**config.mk**
```make
export PLATFORM = sky130hd
export DESIGN_NAME = ddrcsl_dram_flat
export DESIGN_NICKNAME = d
export VERILOG_FILES = /design/src/rtl/ddrcsl_pkg.sv /design/src/rtl/ddrcsl_if.sv /design/src/rtl/ddrcsl_dram.sv /design/src/flat_wrapper.sv
export SDC_FILE = /design/constraint.sdc
export NUM_CORES = 1
export LEC_CHECK = 0
export ABC_CLOCK_PERIOD_IN_PS = 2150
export CORE_AREA = 2 2 98 100
export DETAILED_ROUTE_END_ITERATION = 12
export DIE_AREA = 0 0 100 102
export DONT_BUFFER_PORTS = 1
export PLACE_DENSITY = 0.69
export SYNTH_ARGS = -nofsm -noshare
export SYNTH_HDL_FRONTEND = slang
export SYNTH_SLANG_ARGS = --single-unit
```
**constraint.sdc**
```tcl
create_clock -name i_clk -period 2.15 [get_ports i_clk]
set_input_delay 0.5375 -clock i_clk [delete_from_list [all_inputs] [get_ports i_clk]]
set_output_delay 0.5375 -clock i_clk [all_outputs]
set_load 0.03 [all_outputs]
```
**src/rtl/ddrcsl_pkg.sv**
```systemverilog
package ddrcsl_pkg;
   // Bank and address widths
   localparam int NUM_BANKS = 4;
   localparam int BA_W = 2;
   localparam int ADDR_W = 13;
   // Clock rate and derived timings
   localparam int CLK_MHZ = 20;
   localparam int T_RP_NS = 20;
   localparam int T_RCD_NS = 20;
   localparam int T_WR_NS = 15;
   localparam int T_PDEX_NS = 10;
   localparam int T_RFC_NS = 80;
   localparam int T_MRD_NS = 15;
   localparam int T_XSNR_NS = 75;
   localparam int T_RP_CYC = (T_RP_NS * CLK_MHZ + 999) / 1000;
   localparam int T_RCD_CYC = (T_RCD_NS * CLK_MHZ + 999) / 1000;
   localparam int T_WR_CYC = (T_WR_NS * CLK_MHZ + 999) / 1000;
   localparam int T_PDEX_CYC = (T_PDEX_NS * CLK_MHZ + 999) / 1000;
   localparam int T_RFC_CYC = (T_RFC_NS * CLK_MHZ + 999) / 1000;
   localparam int T_MRD_CYC = (T_MRD_NS * CLK_MHZ + 999) / 1000;
   localparam int T_XSNR_CYC = (T_XSNR_NS * CLK_MHZ + 999) / 1000;
   // Link clock divider half period in core cycles
   localparam logic [2:0] LINK_HALF = 3'h4;
   localparam int TMR_W = 4;
   // Command codes, ras/cas/we with chip select low
   localparam logic [2:0] CMD_NOP = 3'h7;
   localparam logic [2:0] CMD_BST = 3'h6;
   localparam logic [2:0] CMD_RD = 3'h5;
   localparam logic [2:0] CMD_WR = 3'h4;
   localparam logic [2:0] CMD_ACT = 3'h3;
   localparam logic [2:0] CMD_PRE = 3'h2;
   localparam logic [2:0] CMD_REF = 3'h1;
   localparam logic [2:0] CMD_MRS = 3'h0;
   // Host request kinds
   typedef enum logic [3:0] {
      DDRCSL_REQ_NOP = 4'h0,
      DDRCSL_REQ_ACT = 4'h1,
      DDRCSL_REQ_RD = 4'h2,
      DDRCSL_REQ_WR = 4'h3,
      DDRCSL_REQ_PRE = 4'h4,
      DDRCSL_REQ_PREA = 4'h5,
      DDRCSL_REQ_REF = 4'h6,
      DDRCSL_REQ_MRS = 4'h7,
      DDRCSL_REQ_BST = 4'h8,
      DDRCSL_REQ_SREF = 4'h9,
      DDRCSL_REQ_PDN = 4'ha,
      DDRCSL_REQ_WAKE = 4'hb
   } ddrcsl_req_t;
   // Per-bank states, one-hot
   typedef enum logic [4:0] {
      DDRCSL_BK_IDLE = 5'h01,
      DDRCSL_BK_PRE = 5'h02,
      DDRCSL_BK_ACTG = 5'h04,
      DDRCSL_BK_ACT = 5'h08,
      DDRCSL_BK_WREC = 5'h10
   } ddrcsl_bank_t;
   // Device-wide states, one-hot
   typedef enum logic [5:0] {
      DDRCSL_DV_RUN = 6'h01,
      DDRCSL_DV_REF = 6'h02,
      DDRCSL_DV_MRS = 6'h04,
      DDRCSL_DV_SREF = 6'h08,
      DDRCSL_DV_PDN = 6'h10,
      DDRCSL_DV_PDX = 6'h20
   } ddrcsl_dev_t;
endpackage : ddrcsl_pkg

```
**src/rtl/ddrcsl_if.sv**
```systemverilog
`timescale 1ns/1ns
`default_nettype none
interface ddrcsl_if;
   import ddrcsl_pkg::*;
   logic ck;
   logic cke;
   logic cs_n;
   logic ras_n;
   logic cas_n;
   logic we_n;
   logic [BA_W-1:0] ba;
   logic [ADDR_W-1:0] addr;
   modport ctrl (output ck, cke, cs_n, ras_n, cas_n, we_n, ba, addr);
   modport dram (input ck, cke, cs_n, ras_n, cas_n, we_n, ba, addr);
endinterface : ddrcsl_if
`default_nettype wire

```
**src/rtl/ddrcsl_dram.sv**
```systemverilog
`timescale 1ns/1ns
`default_nettype none
module ddrcsl_dram (
   // Clock and reset
   input wire logic i_clk,
   input wire logic i_rstn,
   // Command link
   ddrcsl_if.dram lnk,
   // Status
   output logic [5:0] o_dev_state,
   output logic [4*ddrcsl_pkg::NUM_BANKS-1:0] o_bank_idle_map,
   output logic o_illegal,
   output logic o_nop_taken,
   output logic o_awake
);
   import ddrcsl_pkg::*;

   // Two-stage synchronisers for all link inputs
   logic [BA_W+ADDR_W+5:0] s1_ff, s2_ff;
   always_ff @(posedge i_clk or negedge i_rstn) begin
      if (!i_rstn) begin
         s1_ff <= '1;
         s2_ff <= '1;
      end else begin
         s1_ff <= {lnk.ck, lnk.cke, lnk.cs_n, lnk.ras_n, lnk.cas_n,
                   lnk.we_n, lnk.ba, lnk.addr};
         s2_ff <= s1_ff;
      end
   end

   // Unpacked synchronised pins
   wire ck_s = s2_ff[BA_W+ADDR_W+5];
   wire cke_s = s2_ff[BA_W+ADDR_W+4];
   wire cs_n_s = s2_ff[BA_W+ADDR_W+3];
   wire [2:0] rcw_s = s2_ff[BA_W+ADDR_W+2:BA_W+ADDR_W];
   wire [BA_W-1:0] ba_s = s2_ff[BA_W+ADDR_W-1:ADDR_W];
   wire a10_s = s2_ff[10];

   // Link clock edge detect and clock-enable history
   logic ck_d_ff, cke_cur_ff;
   wire ck_rise = ck_s & ~ck_d_ff;
   // Edge history resets high so the reset level gives no false rise
   always_ff @(posedge i_clk or negedge i_rstn) begin
      if (!i_rstn) begin
         ck_d_ff <= 1'b1;
         cke_cur_ff <= 1'b0;
      end else begin
         ck_d_ff <= ck_s;
         if (ck_rise) cke_cur_ff <= cke_s;
      end
   end

   // Command decode
   wire [2:0] cmd = cs_n_s ? CMD_NOP : rcw_s;
   wire cke_hold = cke_cur_ff & cke_s;
   wire cke_fall = cke_cur_ff & ~cke_s;
   wire cke_rise = ~cke_cur_ff & cke_s;

   ddrcsl_dev_t dev_ff, nxt_dev;
   ddrcsl_bank_t bank_ff [NUM_BANKS];
   logic [TMR_W-1:0] btmr_ff [NUM_BANKS];
   logic [TMR_W-1:0] dtmr_ff, nxt_dtmr;
   logic all_idle;
   always_comb begin
      all_idle = 1'b1;
      for (int i = 0; i < NUM_BANKS; i++) begin
         if (bank_ff[i] != DDRCSL_BK_IDLE) all_idle = 1'b0;
      end
   end

   // Addressed bank state
   wire ddrcsl_bank_t cur_bk = bank_ff[ba_s];
   wire in_run = (dev_ff == DDRCSL_DV_RUN);
   wire bk_pre = (cur_bk == DDRCSL_BK_PRE);
   wire bk_actg = (cur_bk == DDRCSL_BK_ACTG);
   wire bk_wrec = (cur_bk == DDRCSL_BK_WREC);
   wire bk_idle = (cur_bk == DDRCSL_BK_IDLE);
   wire is_rowcol = (cmd == CMD_BST) | (cmd == CMD_RD) |
                    (cmd == CMD_WR) | (cmd == CMD_ACT);
   wire is_glob = (cmd == CMD_REF) | (cmd == CMD_MRS);
   // Illegal commands in per-state decoding
   wire ill_pre = bk_pre & is_rowcol;
   wire ill_actg = bk_actg & (is_rowcol | (cmd == CMD_PRE));
   wire ill_wrec = bk_wrec & (cmd != CMD_WR) & (cmd != CMD_NOP) &
                   ~is_glob;
   wire ill_glob = is_glob & ~all_idle;
   wire ill_busy = ~in_run & (cmd != CMD_NOP);
   wire ill_idle = bk_idle & ((cmd == CMD_RD) | (cmd == CMD_WR) |
                   (cmd == CMD_BST));
   wire ill_run = (in_run & (ill_pre | ill_actg | ill_wrec | ill_glob |
                   ill_idle)) | ill_busy;
   // Power-state decoding
   wire sr_exit_bad = (cmd != CMD_NOP);
   wire ent_sref = all_idle & (cmd == CMD_REF);
   wire ent_pdn = all_idle & (cmd == CMD_NOP);
   wire ill_ent = ~(ent_sref | ent_pdn);

   // Device state transitions
   always_comb begin
      nxt_dev = dev_ff;
      nxt_dtmr = (dtmr_ff != '0) ? dtmr_ff - 1'b1 : dtmr_ff;
      case (dev_ff)
         DDRCSL_DV_RUN: begin
            if (cke_fall & in_run & ent_sref) begin
               nxt_dev = DDRCSL_DV_SREF;
            end else if (cke_fall & ent_pdn) begin
               nxt_dev = DDRCSL_DV_PDN;
            end else if (cke_hold & (cmd == CMD_REF) & all_idle) begin
               nxt_dev = DDRCSL_DV_REF;
               nxt_dtmr = TMR_W'(T_RFC_CYC);
            end else if (cke_hold & (cmd == CMD_MRS) & all_idle) begin
               nxt_dev = DDRCSL_DV_MRS;
               nxt_dtmr = TMR_W'(T_MRD_CYC);
            end
         end
         DDRCSL_DV_REF, DDRCSL_DV_MRS, DDRCSL_DV_PDX: begin
            // Leave on the last counted rise; next rise is in run
            if (dtmr_ff <= TMR_W'(1)) nxt_dev = DDRCSL_DV_RUN;
         end
         DDRCSL_DV_SREF: begin
            if (cke_rise & ~sr_exit_bad) begin
               nxt_dev = DDRCSL_DV_PDX;
               nxt_dtmr = TMR_W'(T_XSNR_CYC);
            end
         end
         DDRCSL_DV_PDN: begin
            if (cke_rise) begin
               nxt_dev = DDRCSL_DV_PDX;
               nxt_dtmr = TMR_W'(T_PDEX_CYC);
            end
         end
         default: nxt_dev = DDRCSL_DV_RUN;
      endcase
   end

   // Device state, timer and status flags
   always_ff @(posedge i_clk or negedge i_rstn) begin
      if (!i_rstn) begin
         dev_ff <= DDRCSL_DV_RUN;
         dtmr_ff <= '0;
         o_illegal <= 1'b0;
         o_nop_taken <= 1'b0;
      end else begin
         o_illegal <= 1'b0;
         o_nop_taken <= 1'b0;
         if (ck_rise) begin
            dev_ff <= nxt_dev;
            dtmr_ff <= nxt_dtmr;
            if (cke_hold) o_illegal <= ill_run;
            else if (cke_fall & in_run) o_illegal <= ill_ent;
            else if (cke_rise & (dev_ff == DDRCSL_DV_SREF))
               o_illegal <= sr_exit_bad;
            o_nop_taken <= cke_hold & in_run & bk_pre &
                           (cmd == CMD_PRE);
         end
      end
   end

   // Receiver wake follows clock enable without a link clock edge
   always_ff @(posedge i_clk or negedge i_rstn) begin
      if (!i_rstn) o_awake <= 1'b1;
      else if (dev_ff == DDRCSL_DV_SREF) o_awake <= cke_s;
      else o_awake <= 1'b1;
   end

   // Per-bank state machines
   for (genvar b = 0; b < NUM_BANKS; b++) begin : g_bank
      wire hit = (ba_s == BA_W'(b));
      wire go = ck_rise & cke_hold & in_run;
      wire pre_hit = (cmd == CMD_PRE) & (hit | a10_s);
      always_ff @(posedge i_clk or negedge i_rstn) begin
         if (!i_rstn) begin
            bank_ff[b] <= DDRCSL_BK_IDLE;
            btmr_ff[b] <= '0;
         end else if (ck_rise) begin
            if (btmr_ff[b] != '0) btmr_ff[b] <= btmr_ff[b] - 1'b1;
            case (bank_ff[b])
               DDRCSL_BK_IDLE: begin
                  if (go & hit & (cmd == CMD_ACT)) begin
                     bank_ff[b] <= DDRCSL_BK_ACTG;
                     btmr_ff[b] <= TMR_W'(T_RCD_CYC);
                  end
               end
               DDRCSL_BK_ACTG: begin
                  if (btmr_ff[b] == '0) bank_ff[b] <= DDRCSL_BK_ACT;
               end
               DDRCSL_BK_ACT: begin
                  if (go & pre_hit) begin
                     bank_ff[b] <= DDRCSL_BK_PRE;
                     btmr_ff[b] <= TMR_W'(T_RP_CYC);
                  end else if (go & hit & (cmd == CMD_WR)) begin
                     bank_ff[b] <= DDRCSL_BK_WREC;
                     btmr_ff[b] <= TMR_W'(T_WR_CYC);
                  end
               end
               DDRCSL_BK_WREC: begin
                  if (go & hit & (cmd == CMD_WR))
                     btmr_ff[b] <= TMR_W'(T_WR_CYC);
                  else if (btmr_ff[b] == '0) bank_ff[b] <= DDRCSL_BK_ACT;
               end
               DDRCSL_BK_PRE: begin
                  if (btmr_ff[b] == '0) bank_ff[b] <= DDRCSL_BK_IDLE;
               end
               default: bank_ff[b] <= DDRCSL_BK_IDLE;
            endcase
         end
      end
   end

   // Status outputs
   always_ff @(posedge i_clk or negedge i_rstn) begin
      if (!i_rstn) begin
         o_dev_state <= 6'h01;
         o_bank_idle_map <= {NUM_BANKS{4'h1}};
      end else begin
         o_dev_state <= dev_ff;
         for (int i = 0; i < NUM_BANKS; i++)
            o_bank_idle_map[4*i +: 4] <= {bank_ff[i] == DDRCSL_BK_WREC,
               bank_ff[i] == DDRCSL_BK_ACT, bank_ff[i] == DDRCSL_BK_ACTG,
               bank_ff[i] == DDRCSL_BK_IDLE};
      end
   end
endmodule : ddrcsl_dram
`default_nettype wire

```
**src/flat_wrapper.sv**
```systemverilog
// flat-port wrapper written by rule: the top's interface ports become plain ports
module ddrcsl_dram_flat import ddrcsl_pkg::*;
  (i_clk, i_rstn, o_dev_state, o_bank_idle_map, o_illegal, o_nop_taken, o_awake, lnk_ck, lnk_cke, lnk_cs_n, lnk_ras_n, lnk_cas_n, lnk_we_n, lnk_ba, lnk_addr);
  ddrcsl_if lnk_i ();
  input wire logic i_clk;
  input wire logic i_rstn;
  output logic [5:0] o_dev_state;
  output logic [4*ddrcsl_pkg::NUM_BANKS-1:0] o_bank_idle_map;
  output logic o_illegal;
  output logic o_nop_taken;
  output logic o_awake;
  input wire logic [$bits(lnk_i.ck)-1:0] lnk_ck;
  input wire logic [$bits(lnk_i.cke)-1:0] lnk_cke;
  input wire logic [$bits(lnk_i.cs_n)-1:0] lnk_cs_n;
  input wire logic [$bits(lnk_i.ras_n)-1:0] lnk_ras_n;
  input wire logic [$bits(lnk_i.cas_n)-1:0] lnk_cas_n;
  input wire logic [$bits(lnk_i.we_n)-1:0] lnk_we_n;
  input wire logic [$bits(lnk_i.ba)-1:0] lnk_ba;
  input wire logic [$bits(lnk_i.addr)-1:0] lnk_addr;
  assign lnk_i.ck = lnk_ck;
  assign lnk_i.cke = lnk_cke;
  assign lnk_i.cs_n = lnk_cs_n;
  assign lnk_i.ras_n = lnk_ras_n;
  assign lnk_i.cas_n = lnk_cas_n;
  assign lnk_i.we_n = lnk_we_n;
  assign lnk_i.ba = lnk_ba;
  assign lnk_i.addr = lnk_addr;
  ddrcsl_dram u_core (.i_clk(i_clk), .i_rstn(i_rstn), .lnk(lnk_i), .o_dev_state(o_dev_state), .o_bank_idle_map(o_bank_idle_map), .o_illegal(o_illegal), .o_nop_taken(o_nop_taken), .o_awake(o_awake));
endmodule
```
After elaboration in Yosys (flattened, before gate mapping)
Cells that the tools add are included.
- bitwise logic cells: 75
- magnitude comparators: 2
- $add $sub $neg: 5
- reductions and logical operators: 17
- mux-type cells: 78
- eq/ne operators: 66
- operators by type and width (cell ; count):
    5-bit two-way mux ; 26
    5-bit case mux with 5 select lines ; 4
    4-bit two-way mux ; 23
    4-bit case mux with 3 select lines ; 5
    1-bit bitwise AND ; 49
    6-bit two-way mux ; 7
    5-bit by 1-bit equality test with 1-bit output (second input constant) ; 5
    5-bit by 2-bit equality test with 1-bit output (second input constant) ; 5
    5-bit by 3-bit equality test with 1-bit output (second input constant) ; 5
    5-bit equality test (second input constant) ; 5
    5-bit AND reduction ; 5
    6-bit case mux with 4 select lines ; 1
    2-bit by 1-bit != test with 1-bit output (second input constant) ; 11
    5-bit by 4-bit equality test with 1-bit output (second input constant) ; 4
    5-bit by 1-bit != test with 1-bit output (second input constant) ; 4
    4-bit nonzero test ; 5
    4-bit by 1-bit subtractor with 4-bit output (second input constant) ; 5
    1-bit OR ; 17
    4-bit zero test ; 4
    3-bit equality test (second input constant) ; 4
    3-bit by 1-bit != test with 1-bit output (second input constant) ; 4
    5-bit binary-select mux with 2-bit select ; 1
    1-bit two-way mux ; 10
    2-bit != test (second input constant) ; 4
    other kinds (20) ; 30
- output and inout bits: 25
- logic and storage cells: 262
- bits in registers: 115

Depth between registers and ports, before layout
Gate-level depths: netlist of the first run.
- word-level depth: 15
- depth in mapped cells: 9
- mapped depth without buffers: 9

Worst setup path after synthesis of the first run
OpenSTA, ideal clock, no wires.
- kind: reg2reg
- start: register u_core.s2_ff[16]
- end: register u_core.bank_ff[18] in the netlist's numbering
- cell stages (with the launch flop): 8
- required time: 2.022 ns
- arrival: 2.122 ns
- path slack: -0.100 ns
- path through: dfstp_2 > buf_2 > nor4b_4 > nand4_1 > o21ai_2 > mux2i_1 > nor3_2 > mux2_1
- cells in the longest elaborated chain, start to end: 6
- elaborated cells on any way between the ends: 14
- classes of those cells: eq/ne (6); mux (3); bitwise (4); reduce/logical (1)
- RTL lines (element ; line ; source):
    start, declared ; ddrcsl_dram.sv:19 ; logic [BA_W+ADDR_W+5:0] s1_ff, s2_ff;
    start signal, assigned ; ddrcsl_dram.sv:23 ; s2_ff <= '1;
    start signal, assigned ; ddrcsl_dram.sv:27 ; s2_ff <= s1_ff;
    3-bit two-way mux (*) ; ddrcsl_dram.sv:54 ; wire [2:0] cmd = cs_n_s ? CMD_NOP : rcw_s;
    3-bit by 2-bit equality test with 1-bit output ; ddrcsl_dram.sv:170 ; wire pre_hit = (cmd == CMD_PRE) & (hit | a10_s);
    1-bit bitwise AND ; ddrcsl_dram.sv:170 ;
    1-bit bitwise AND ; ddrcsl_dram.sv:188 ; if (go & pre_hit) begin
    3-bit by 1-bit != test with 1-bit output (no line) / 5-bit two-way mux (equally long branches) ; n/a ;
    5-bit AND reduction (no line) / 5-bit case mux with 5 select lines (equally long branches) ; n/a ;
    end signal, assigned by index ; ddrcsl_dram.sv:173 ; bank_ff[b] <= DDRCSL_BK_IDLE;
    end signal, assigned by index ; ddrcsl_dram.sv:189 ; bank_ff[b] <= DDRCSL_BK_PRE;
    end signal, assigned by index ; ddrcsl_dram.sv:192 ; bank_ff[b] <= DDRCSL_BK_WREC;
    end, declared ; ddrcsl_dram.sv:60 ; ddrcsl_bank_t bank_ff [NUM_BANKS];
Mark *: on every way between the ends. The rest lies on a longest branch, timed or not.
A chain may end at the register's enable or synchronous reset.

Worst setup path after layout of the first run
- start: register u_core.dev_ff[4]
- end: register u_core.bank_ff[18] in the netlist's numbering
- cells in the longest elaborated chain, start to end: 6
- elaborated cells on any way between the ends: 12
- classes of those cells: eq/ne (4); mux (2); bitwise (5); reduce/logical (1)
- RTL lines (element ; line ; source):
    start, declared ; ddrcsl_dram.sv:59 ; ddrcsl_dev_t dev_ff, nxt_dev;
    start signal, assigned ; ddrcsl_dram.sv:147 ; dev_ff <= nxt_dev;
    6-bit by 1-bit equality test with 1-bit output (*) ; ddrcsl_dram.sv:73 ; wire in_run = (dev_ff == DDRCSL_DV_RUN);
    1-bit bitwise AND (*) ; ddrcsl_dram.sv:169 ; wire go = ck_rise & cke_hold & in_run;
    1-bit bitwise AND ; ddrcsl_dram.sv:179, ddrcsl_dram.sv:191, ddrcsl_dram.sv:197 ;
    1-bit bitwise AND (on tied branches) ; ddrcsl_dram.sv:191, ddrcsl_dram.sv:197, ddrcsl_dram.sv:179 ;
    3-bit by 1-bit != test with 1-bit output (no line) (tied with other cells) ; n/a ;
    5-bit AND reduction (no line) ; n/a ;
    end signal, assigned by index ; ddrcsl_dram.sv:180 ; bank_ff[b] <= DDRCSL_BK_ACTG;
    end signal, assigned by index ; ddrcsl_dram.sv:192 ;
    end signal, assigned by index ; ddrcsl_dram.sv:199 ; else if (btmr_ff[b] == '0) bank_ff[b] <= DDRCSL_BK_ACT;
Marks and branches as above.

==> impl_metrics.yaml, run 1 <==
place:
  place.detailed.hpwl_mm: 8.11
  gp_congestion: 0.914
  io_buffer_count: 0
power_and_ir_drop:
  peakVddDrop_v: 0.000570
  power.leakage_uw: 0.00281
  power_per_cell_area_nw_per_um2: 898
sta:
  grt_setup_unrepaired: "true"
  final.period_utilization_pct: 104
  final-hold-violation-count: 0
  max_slew_margin_pct: 36.1
  clock-skew-final_ns: 0.0178
  postLayoutSetupSlackWorst_ns: -0.0866
  timing.final.setup_violations: 10
  min_clock_period_post_route_ns: 2.24
  slew_viol_final: 0
  least_margin_pin_slew_ns: 0.956
  totalNegativeSetupSlack_ns: -0.496
  clock.fmax_mhz: 447
floorplanning:
  pin_count: 48
  start_util_pct: 53.7
  floorplan.die_area_um2: 10200
  floorplan.core_area_um2: 9110
  core.rowCount: 35
  chipHeight_um: 102
  die_w_um: 100
global_routing:
  grt_util_met1_pct: 33.7
  grtUsageMet3_pct: 4.58
  number_of_antenna_violations_at_the_first_check_in_global_routing: 0
  vias_in_the_first_global_route: 3966
  pin_count_of_the_biggest_net_entering_global_routing: 66
  grt_util_met2_pct: 38.5
  grt_pass1_wl_mm: 19.2
  grt.total_usage_pct: 24.0
  grt_total_ovfl: 0
  global_route.peak_usage_layer: "met2"
critical_path:
  worst_r2r_path_cells: 8
  crit_type: "reg2reg"
  critPathLaunchType: "flip-flop"
  cp_max_fo: 7
  cp-end-kind: "flip-flop"
  cp_data_required_time_ns: 2.40
  ff_to_ff_setup_slack_ns: -0.09
  critical_path_arrival_ns: 2.49
cells_and_area:
  fin_util_pct: 68.8
  number_of_nets_in_the_finished_design: 613
  multi_input_comb_area_um2: 2640
  final_layout_size_suffix_gt1_share_pct: 38.4
  flow.area_growth_from_synthesis_pct: 28.0
  register_area_um2: 2310
  nFillCells: 662
  diodes: 0
  layout_commonest_cell: "sky130_fd_sc_hd__buf_4"
  layout_common_cells: "89 x sky130_fd_sc_hd__buf_4, 61 x sky130_fd_sc_hd__dfrtp_1, 40 x sky130_fd_sc_hd__nor2_1"
route:
  wl_per_cell_um: 17.9
  vias: 4214
  first_pass_iters: 5
  wl_mm: 12.5
  route.detailed.drc: 0
  drt_first_iter_violations: 273
  via_per_inst: 6.03
  route.antenna.remaining_nets: 0
cts:
  cts_tree: "built"
  worst_skew_pair.late_latency_ns: 0.37
  max-clock-path-buffers: 2
  htree_num_levels: 3
  cts.sinks: 91
  cts.reportedPaths.clkPinSlew_ns: 0.10
  cts.root.buffer_cell: "sky130_fd_sc_hd__clkbuf_8"
  cts_inserted_buffers: 9
yosys:
  average_instance_area_after_synthesis_um2: 9.85
  synth.yosys.warnings: 0
  yosys_register_bits: 91
  synth_cell_types: 75
  ys.flop_type: "sky130_fd_sc_hd__dfrtp_1"
  netlist_instances: 497
  synth.area.top_cells: "sky130_fd_sc_hd__dfrtp_1 31%, sky130_fd_sc_hd__dfstp_2 16%, sky130_fd_sc_hd__nor2_1 3.5%"
  synth-edff-count: 0
  synth_top_area_cell: "sky130_fd_sc_hd__dfrtp_1"
  synth_area_um2: 4890
  synth.yosys.seq_area_share_pct: 47.3
  synthesized_nets: 527
  yosys.area.top_type_share_pct: 31.2
  synth_async_sr_flop_share_pct: 100
outcome:
  status: "finished, violations left"
  violations: "negative setup slack"
flow_run:
  cap_violations: 0
hold_path:
  timing.hold.worst.class: "in2async"
registers in the layout (all words and copies together) (netlist names):
signal                  flops
u_core.bank_ff             20
u_core.btmr_ff             16
u_core.ck_d_ff              1
u_core.cke_cur_ff           1
u_core.dev_ff               6
u_core.dtmr_ff              4
u_core.o_awake              1
u_core.o_bank_idle_map     16
u_core.o_dev_state          6
u_core.o_illegal            1
u_core.o_nop_taken          1
u_core.s1_ff                9
u_core.s2_ff                9
critical path, stage by stage, from the launching register on:
cell                      delay, ns
sky130_fd_sc_hd__dfrtp_1       0.43
sky130_fd_sc_hd__nor4_4        0.31
sky130_fd_sc_hd__buf_6         0.17
sky130_fd_sc_hd__and3_4        0.20
sky130_fd_sc_hd__buf_6         0.12
sky130_fd_sc_hd__and3_4        0.21
sky130_fd_sc_hd__mux2i_1       0.09
sky130_fd_sc_hd__nor3_2        0.24
sky130_fd_sc_hd__mux2_1        0.36
power by group:
| group | leakage, uW | internal (uW) | switching [uW] |
|---|---|---|---|
| logic | 0.00158 | 939 | 1090 |
| clock network | 0.000101 | 541 | 611 |
| registers | 0.00113 | 2080 | 363 |
| total | 0.00281 | 3560 | 2070 |
routing by layer:
| metal | share of wire (%) | up-vias |
|---|---|---|
| li1 | - | 1951 |
| met1 | 45 | 2104 |
| met2 | 48 | 137 |
| met3 | 5.3 | 22 |
| met4 | 1.4 | 0 |
| met5 | 0 | - |
cell families after synthesis:
| kind of cell | Yosys count | synth area share, % |
|---|---|---|
| simple gates | 195 | 23.0 |
| compound gates | 117 | 16.1 |
| flops | 91 | 47.3 |
| buf+inv | 57 | 4.68 |
| xor+xnor | 17 | 3.04 |
| mux | 13 | 4.09 |
| fa+ha+maj | 7 | 1.79 |
synth_stat cells, drive strengths merged (6+ instances only):
master,n
dfrtp,61
nor2,45
nand2,39
o21ai,39
dfstp,30
inv,28
a21oi,22
nor3,20
clkbuf,18
nand3,15
buf,11
xor2,11
nand3b,10
and3,9
nand2b,8
a211oi,7
ha,7
nor2b,7
a21o,6
nand4,6
xnor2,6
final cells by class:
| type | count | share of cell area (%) |
|---|---|---|
| well taps | 111 | 2.22 |
| repair buffers | 104 | 13.9 |
| clock inverters | 6 | 1.02 |
| flip-flops and latches | 91 | 36.9 |
| multi-input cells | 349 | 42.2 |
| inverters | 28 | 1.68 |
| clock buffers | 10 | 2.04 |
repair_timing:
| action | 4_1_cts | 5_1_grt |
|---|---|---|
| gates cloned | 0 | 1 |
| buffers inserted | 7 | 13 |
| pin swaps | 7 | 37 |
| setup endpoints to repair | 16 | 37 |
| hold buffers | 1 | 3 |
| hold endpoints to repair | 65 | 16 |
| gates resized for setup | 12 | 70 |
per-stage QoR:
step	instances	worst slack, ns	power, uW	hold slack (ns)	instance area, um^2
2_1_floorplan	497	0.00543	3510	0.242	4910
3_3_place_gp	658	-0.0841	4030	0.245	5520
3_5_place_dp	658	-0.111	4120	0.244	5520
4_1_cts	682	-0.0286	5340	0.000342	5850
5_1_grt	699	-0.169	5970	0.00279	6260
6_report	699	-0.0866	5620	0.0208	6260
path summary, 6_finish.rpt:
path,start,to
setup / recovery,u_core.dev_ff[4],u_core.bank_ff[18]
hold / removal,i_rstn,u_core.o_bank_idle_map[8]
setup reg to reg,u_core.dev_ff[4],u_core.bank_ff[18]
hold reg to reg,u_core.s1_ff[13],u_core.s2_ff[13]
max in group asynchronous,i_rstn,u_core.s2_ff[16]
min in group i_clk,lnk_addr[10],u_core.s1_ff[10]
(Power assumes the default switching activity.)
==> inputs of run 2 (changes only) <==
- CORE_AREA: 2 2 98 100 -> 2 2 99 101
- DIE_AREA: 0 0 100 102 -> 0 0 101 103
- PLACE_DENSITY: 0.69 -> 0.67
==> impl_metrics.yaml, run 2 (synthesized netlist as in run 1, its figures left out) <==
critical_path:
  critical_path.cell_chain: "buf_6, buf_6, mux4_2, xor2_1, nand3_1, o31ai_2, a21oi_2, a211oi_2"
  crit_slowest_cell: "sky130_fd_sc_hd__dfstp_2"
  critPathLaunchType: "flip-flop"
  critical_path_arrival_ns: 2.47
  crit_path_frequent_cell: "sky130_fd_sc_hd__buf_6"
  cp-end-kind: "flip-flop"
  cp_data_required_time_ns: 2.43
  cp_max_fo: 4
  slowest_delay_ns: 0.62
  crit_type: "reg2reg"
route:
  wl_mm: 12.0
  drt_first_iter_violations: 261
  via_per_inst: 5.86
  wl_per_cell_um: 17.2
  vias: 4097
  route.antenna.remaining_nets: 0
  route.detailed.drc: 0
  first_pass_iters: 4
global_routing:
  grt.total_usage_pct: 24.2
  grtUsageMet3_pct: 4.07
  grt_util_met2_pct: 40.1
  global_route.peak_usage_layer: "met2"
  vias_in_the_first_global_route: 4045
  grt_pass1_wl_mm: 19.4
  pin_count_of_the_biggest_net_entering_global_routing: 69
  number_of_antenna_violations_at_the_first_check_in_global_routing: 0
  grt_util_met1_pct: 31.9
  grt_total_ovfl: 0
cts:
  cts_tree: "built"
  cts.root.buffer_cell: "sky130_fd_sc_hd__clkbuf_8"
  cts_inserted_buffers: 9
  cts.reportedPaths.clkPinSlew_ns: 0.09
  htree_num_levels: 3
  cts.sinks: 91
  max-clock-path-buffers: 2
  worst_skew_pair.late_latency_ns: 0.38
sta:
  clock.fmax_mhz: 455
  grt_setup_unrepaired: "true"
  max_slew_margin_pct: 32.7
  timing.final.setup_violations: 5
  final-hold-violation-count: 0
  min_clock_period_post_route_ns: 2.20
  postLayoutSetupSlackWorst_ns: -0.0456
  slew_viol_final: 0
  least_margin_pin_slew_ns: 1.01
  final.period_utilization_pct: 102
  clock-skew-final_ns: 0.0126
cells_and_area:
  number_of_nets_in_the_finished_design: 610
  finish.cell_count_without_fillers: 699
  diodes: 0
  layout_commonest_cell: "sky130_fd_sc_hd__buf_4"
  flip_flop_count_of_the_largest_register_after_layout: 20
  reg_top3: "u_core.bank_ff: 20 flops, u_core.btmr_ff: 16 flops, u_core.o_bank_idle_map: 16 flops"
  regMostFlops: "u_core.bank_ff"
  final_layout_size_suffix_gt1_share_pct: 36.9
  flow.area_growth_from_synthesis_pct: 26.3
  layout_common_cells: "86 x sky130_fd_sc_hd__buf_4, 61 x sky130_fd_sc_hd__dfrtp_1, 41 x sky130_fd_sc_hd__nor2_1"
outcome:
  violations: "negative setup slack"
  status: "finished, violations left"
power_and_ir_drop:
  power.leakage_uw: 0.00280
  design_power_total_uw: 5560
  peakVddDrop_v: 0.000513
  power_per_cell_area_nw_per_um2: 900
floorplanning:
  die_w_um: 101
  start_util_pct: 51.7
  floorplan.core_area_um2: 9460
  pin_count: 48
  floorplan.die_area_um2: 10400
  chipHeight_um: 103
  core.rowCount: 36
flow_run:
  cap_violations: 0
place:
  place.detailed.hpwl_mm: 8.23
  io_buffer_count: 0
  gp_congestion: 0.888
  dp_cells: 666
hold_path:
  timing.hold.worst.class: "in2async"
## run 2: layout make-up
cell class / instances / area (um^2)
flip-flops and latches: 91 / 2310
multi-input cells: 349 / 2590
fillers: 729 / 3280
repair buffers: 101 / 828
well taps: 114 / 143
inverters: 28 / 105
clock inverters: 7 / 77.6
clock buffers: 9 / 124
## run 2: worst paths after layout
path	start	endpoint	slack (ns)	depth (start not counted)
min	i_rstn	u_core.bank_ff[19]	0.03	1
min in group i_clk	lnk_cke	u_core.s1_ff[19]	0.15	0
max	u_core.s2_ff[13]	u_core.o_illegal	-0.05	8
max in group asynchronous	i_rstn	u_core.s2_ff[13]	0.89	1
min reg2reg	u_core.s1_ff[10]	u_core.s2_ff[10]	0.36	0
max reg2reg	u_core.s2_ff[13]	u_core.o_illegal	-0.05	8
## run 2: critical path: cells and delay by family, from the launching register on
| family | cells | cell delay (ns) |
|---|---|---|
| buffers and inverters | 2 | 0.22 |
| AOI/OAI and AO/OA | 3 | 0.38 |
| xor gates and xnor gates | 1 | 0.21 |
| DFF | 1 | 0.62 |
| and+or+nand+nor | 1 | 0.12 |
| muxes | 1 | 0.56 |
## run 2: layer usage
layer / part of all wire [%] / vias to the layer above
li1: - / 1946
met1: 44 / 2016
met2: 49 / 115
met3: 4.7 / 20
met4: 2.3 / 0
met5: 0 / -
## run 2: metrics by stage
stage                     util, %  setup TNS [ns]  area (um^2)  setup WS (ns)  hold WS (ns)
after detailed placement     58.7          -0.904         5550         -0.151         0.245
after global routing         65.4           -1.80         6180         -0.138        0.0517
final                        65.4          -0.151         6180        -0.0456        0.0318
after global placement       58.7          -0.394         5550         -0.147         0.245
after CTS                    62.7        -0.00967         5930       -0.00622        0.0444
after floorplan                 -               0         4910        0.00543         0.242
## run 2: timing repair
item / CTS / global route
hold endpoints to repair: 68 / 0
gates resized for setup: 18 / 56
endpoints found under the setup margin: 23 / 41
pin swaps: 9 / 46
buffers inserted: 6 / 9
hold buffers: 3 / 0
## run 2: where the power goes
part	switching (uW)	total (uW)	internal (uW)
registers	367	2440	2080
logic	1040	1950	911
clock network	624	1170	543
total	2030	5560	3530
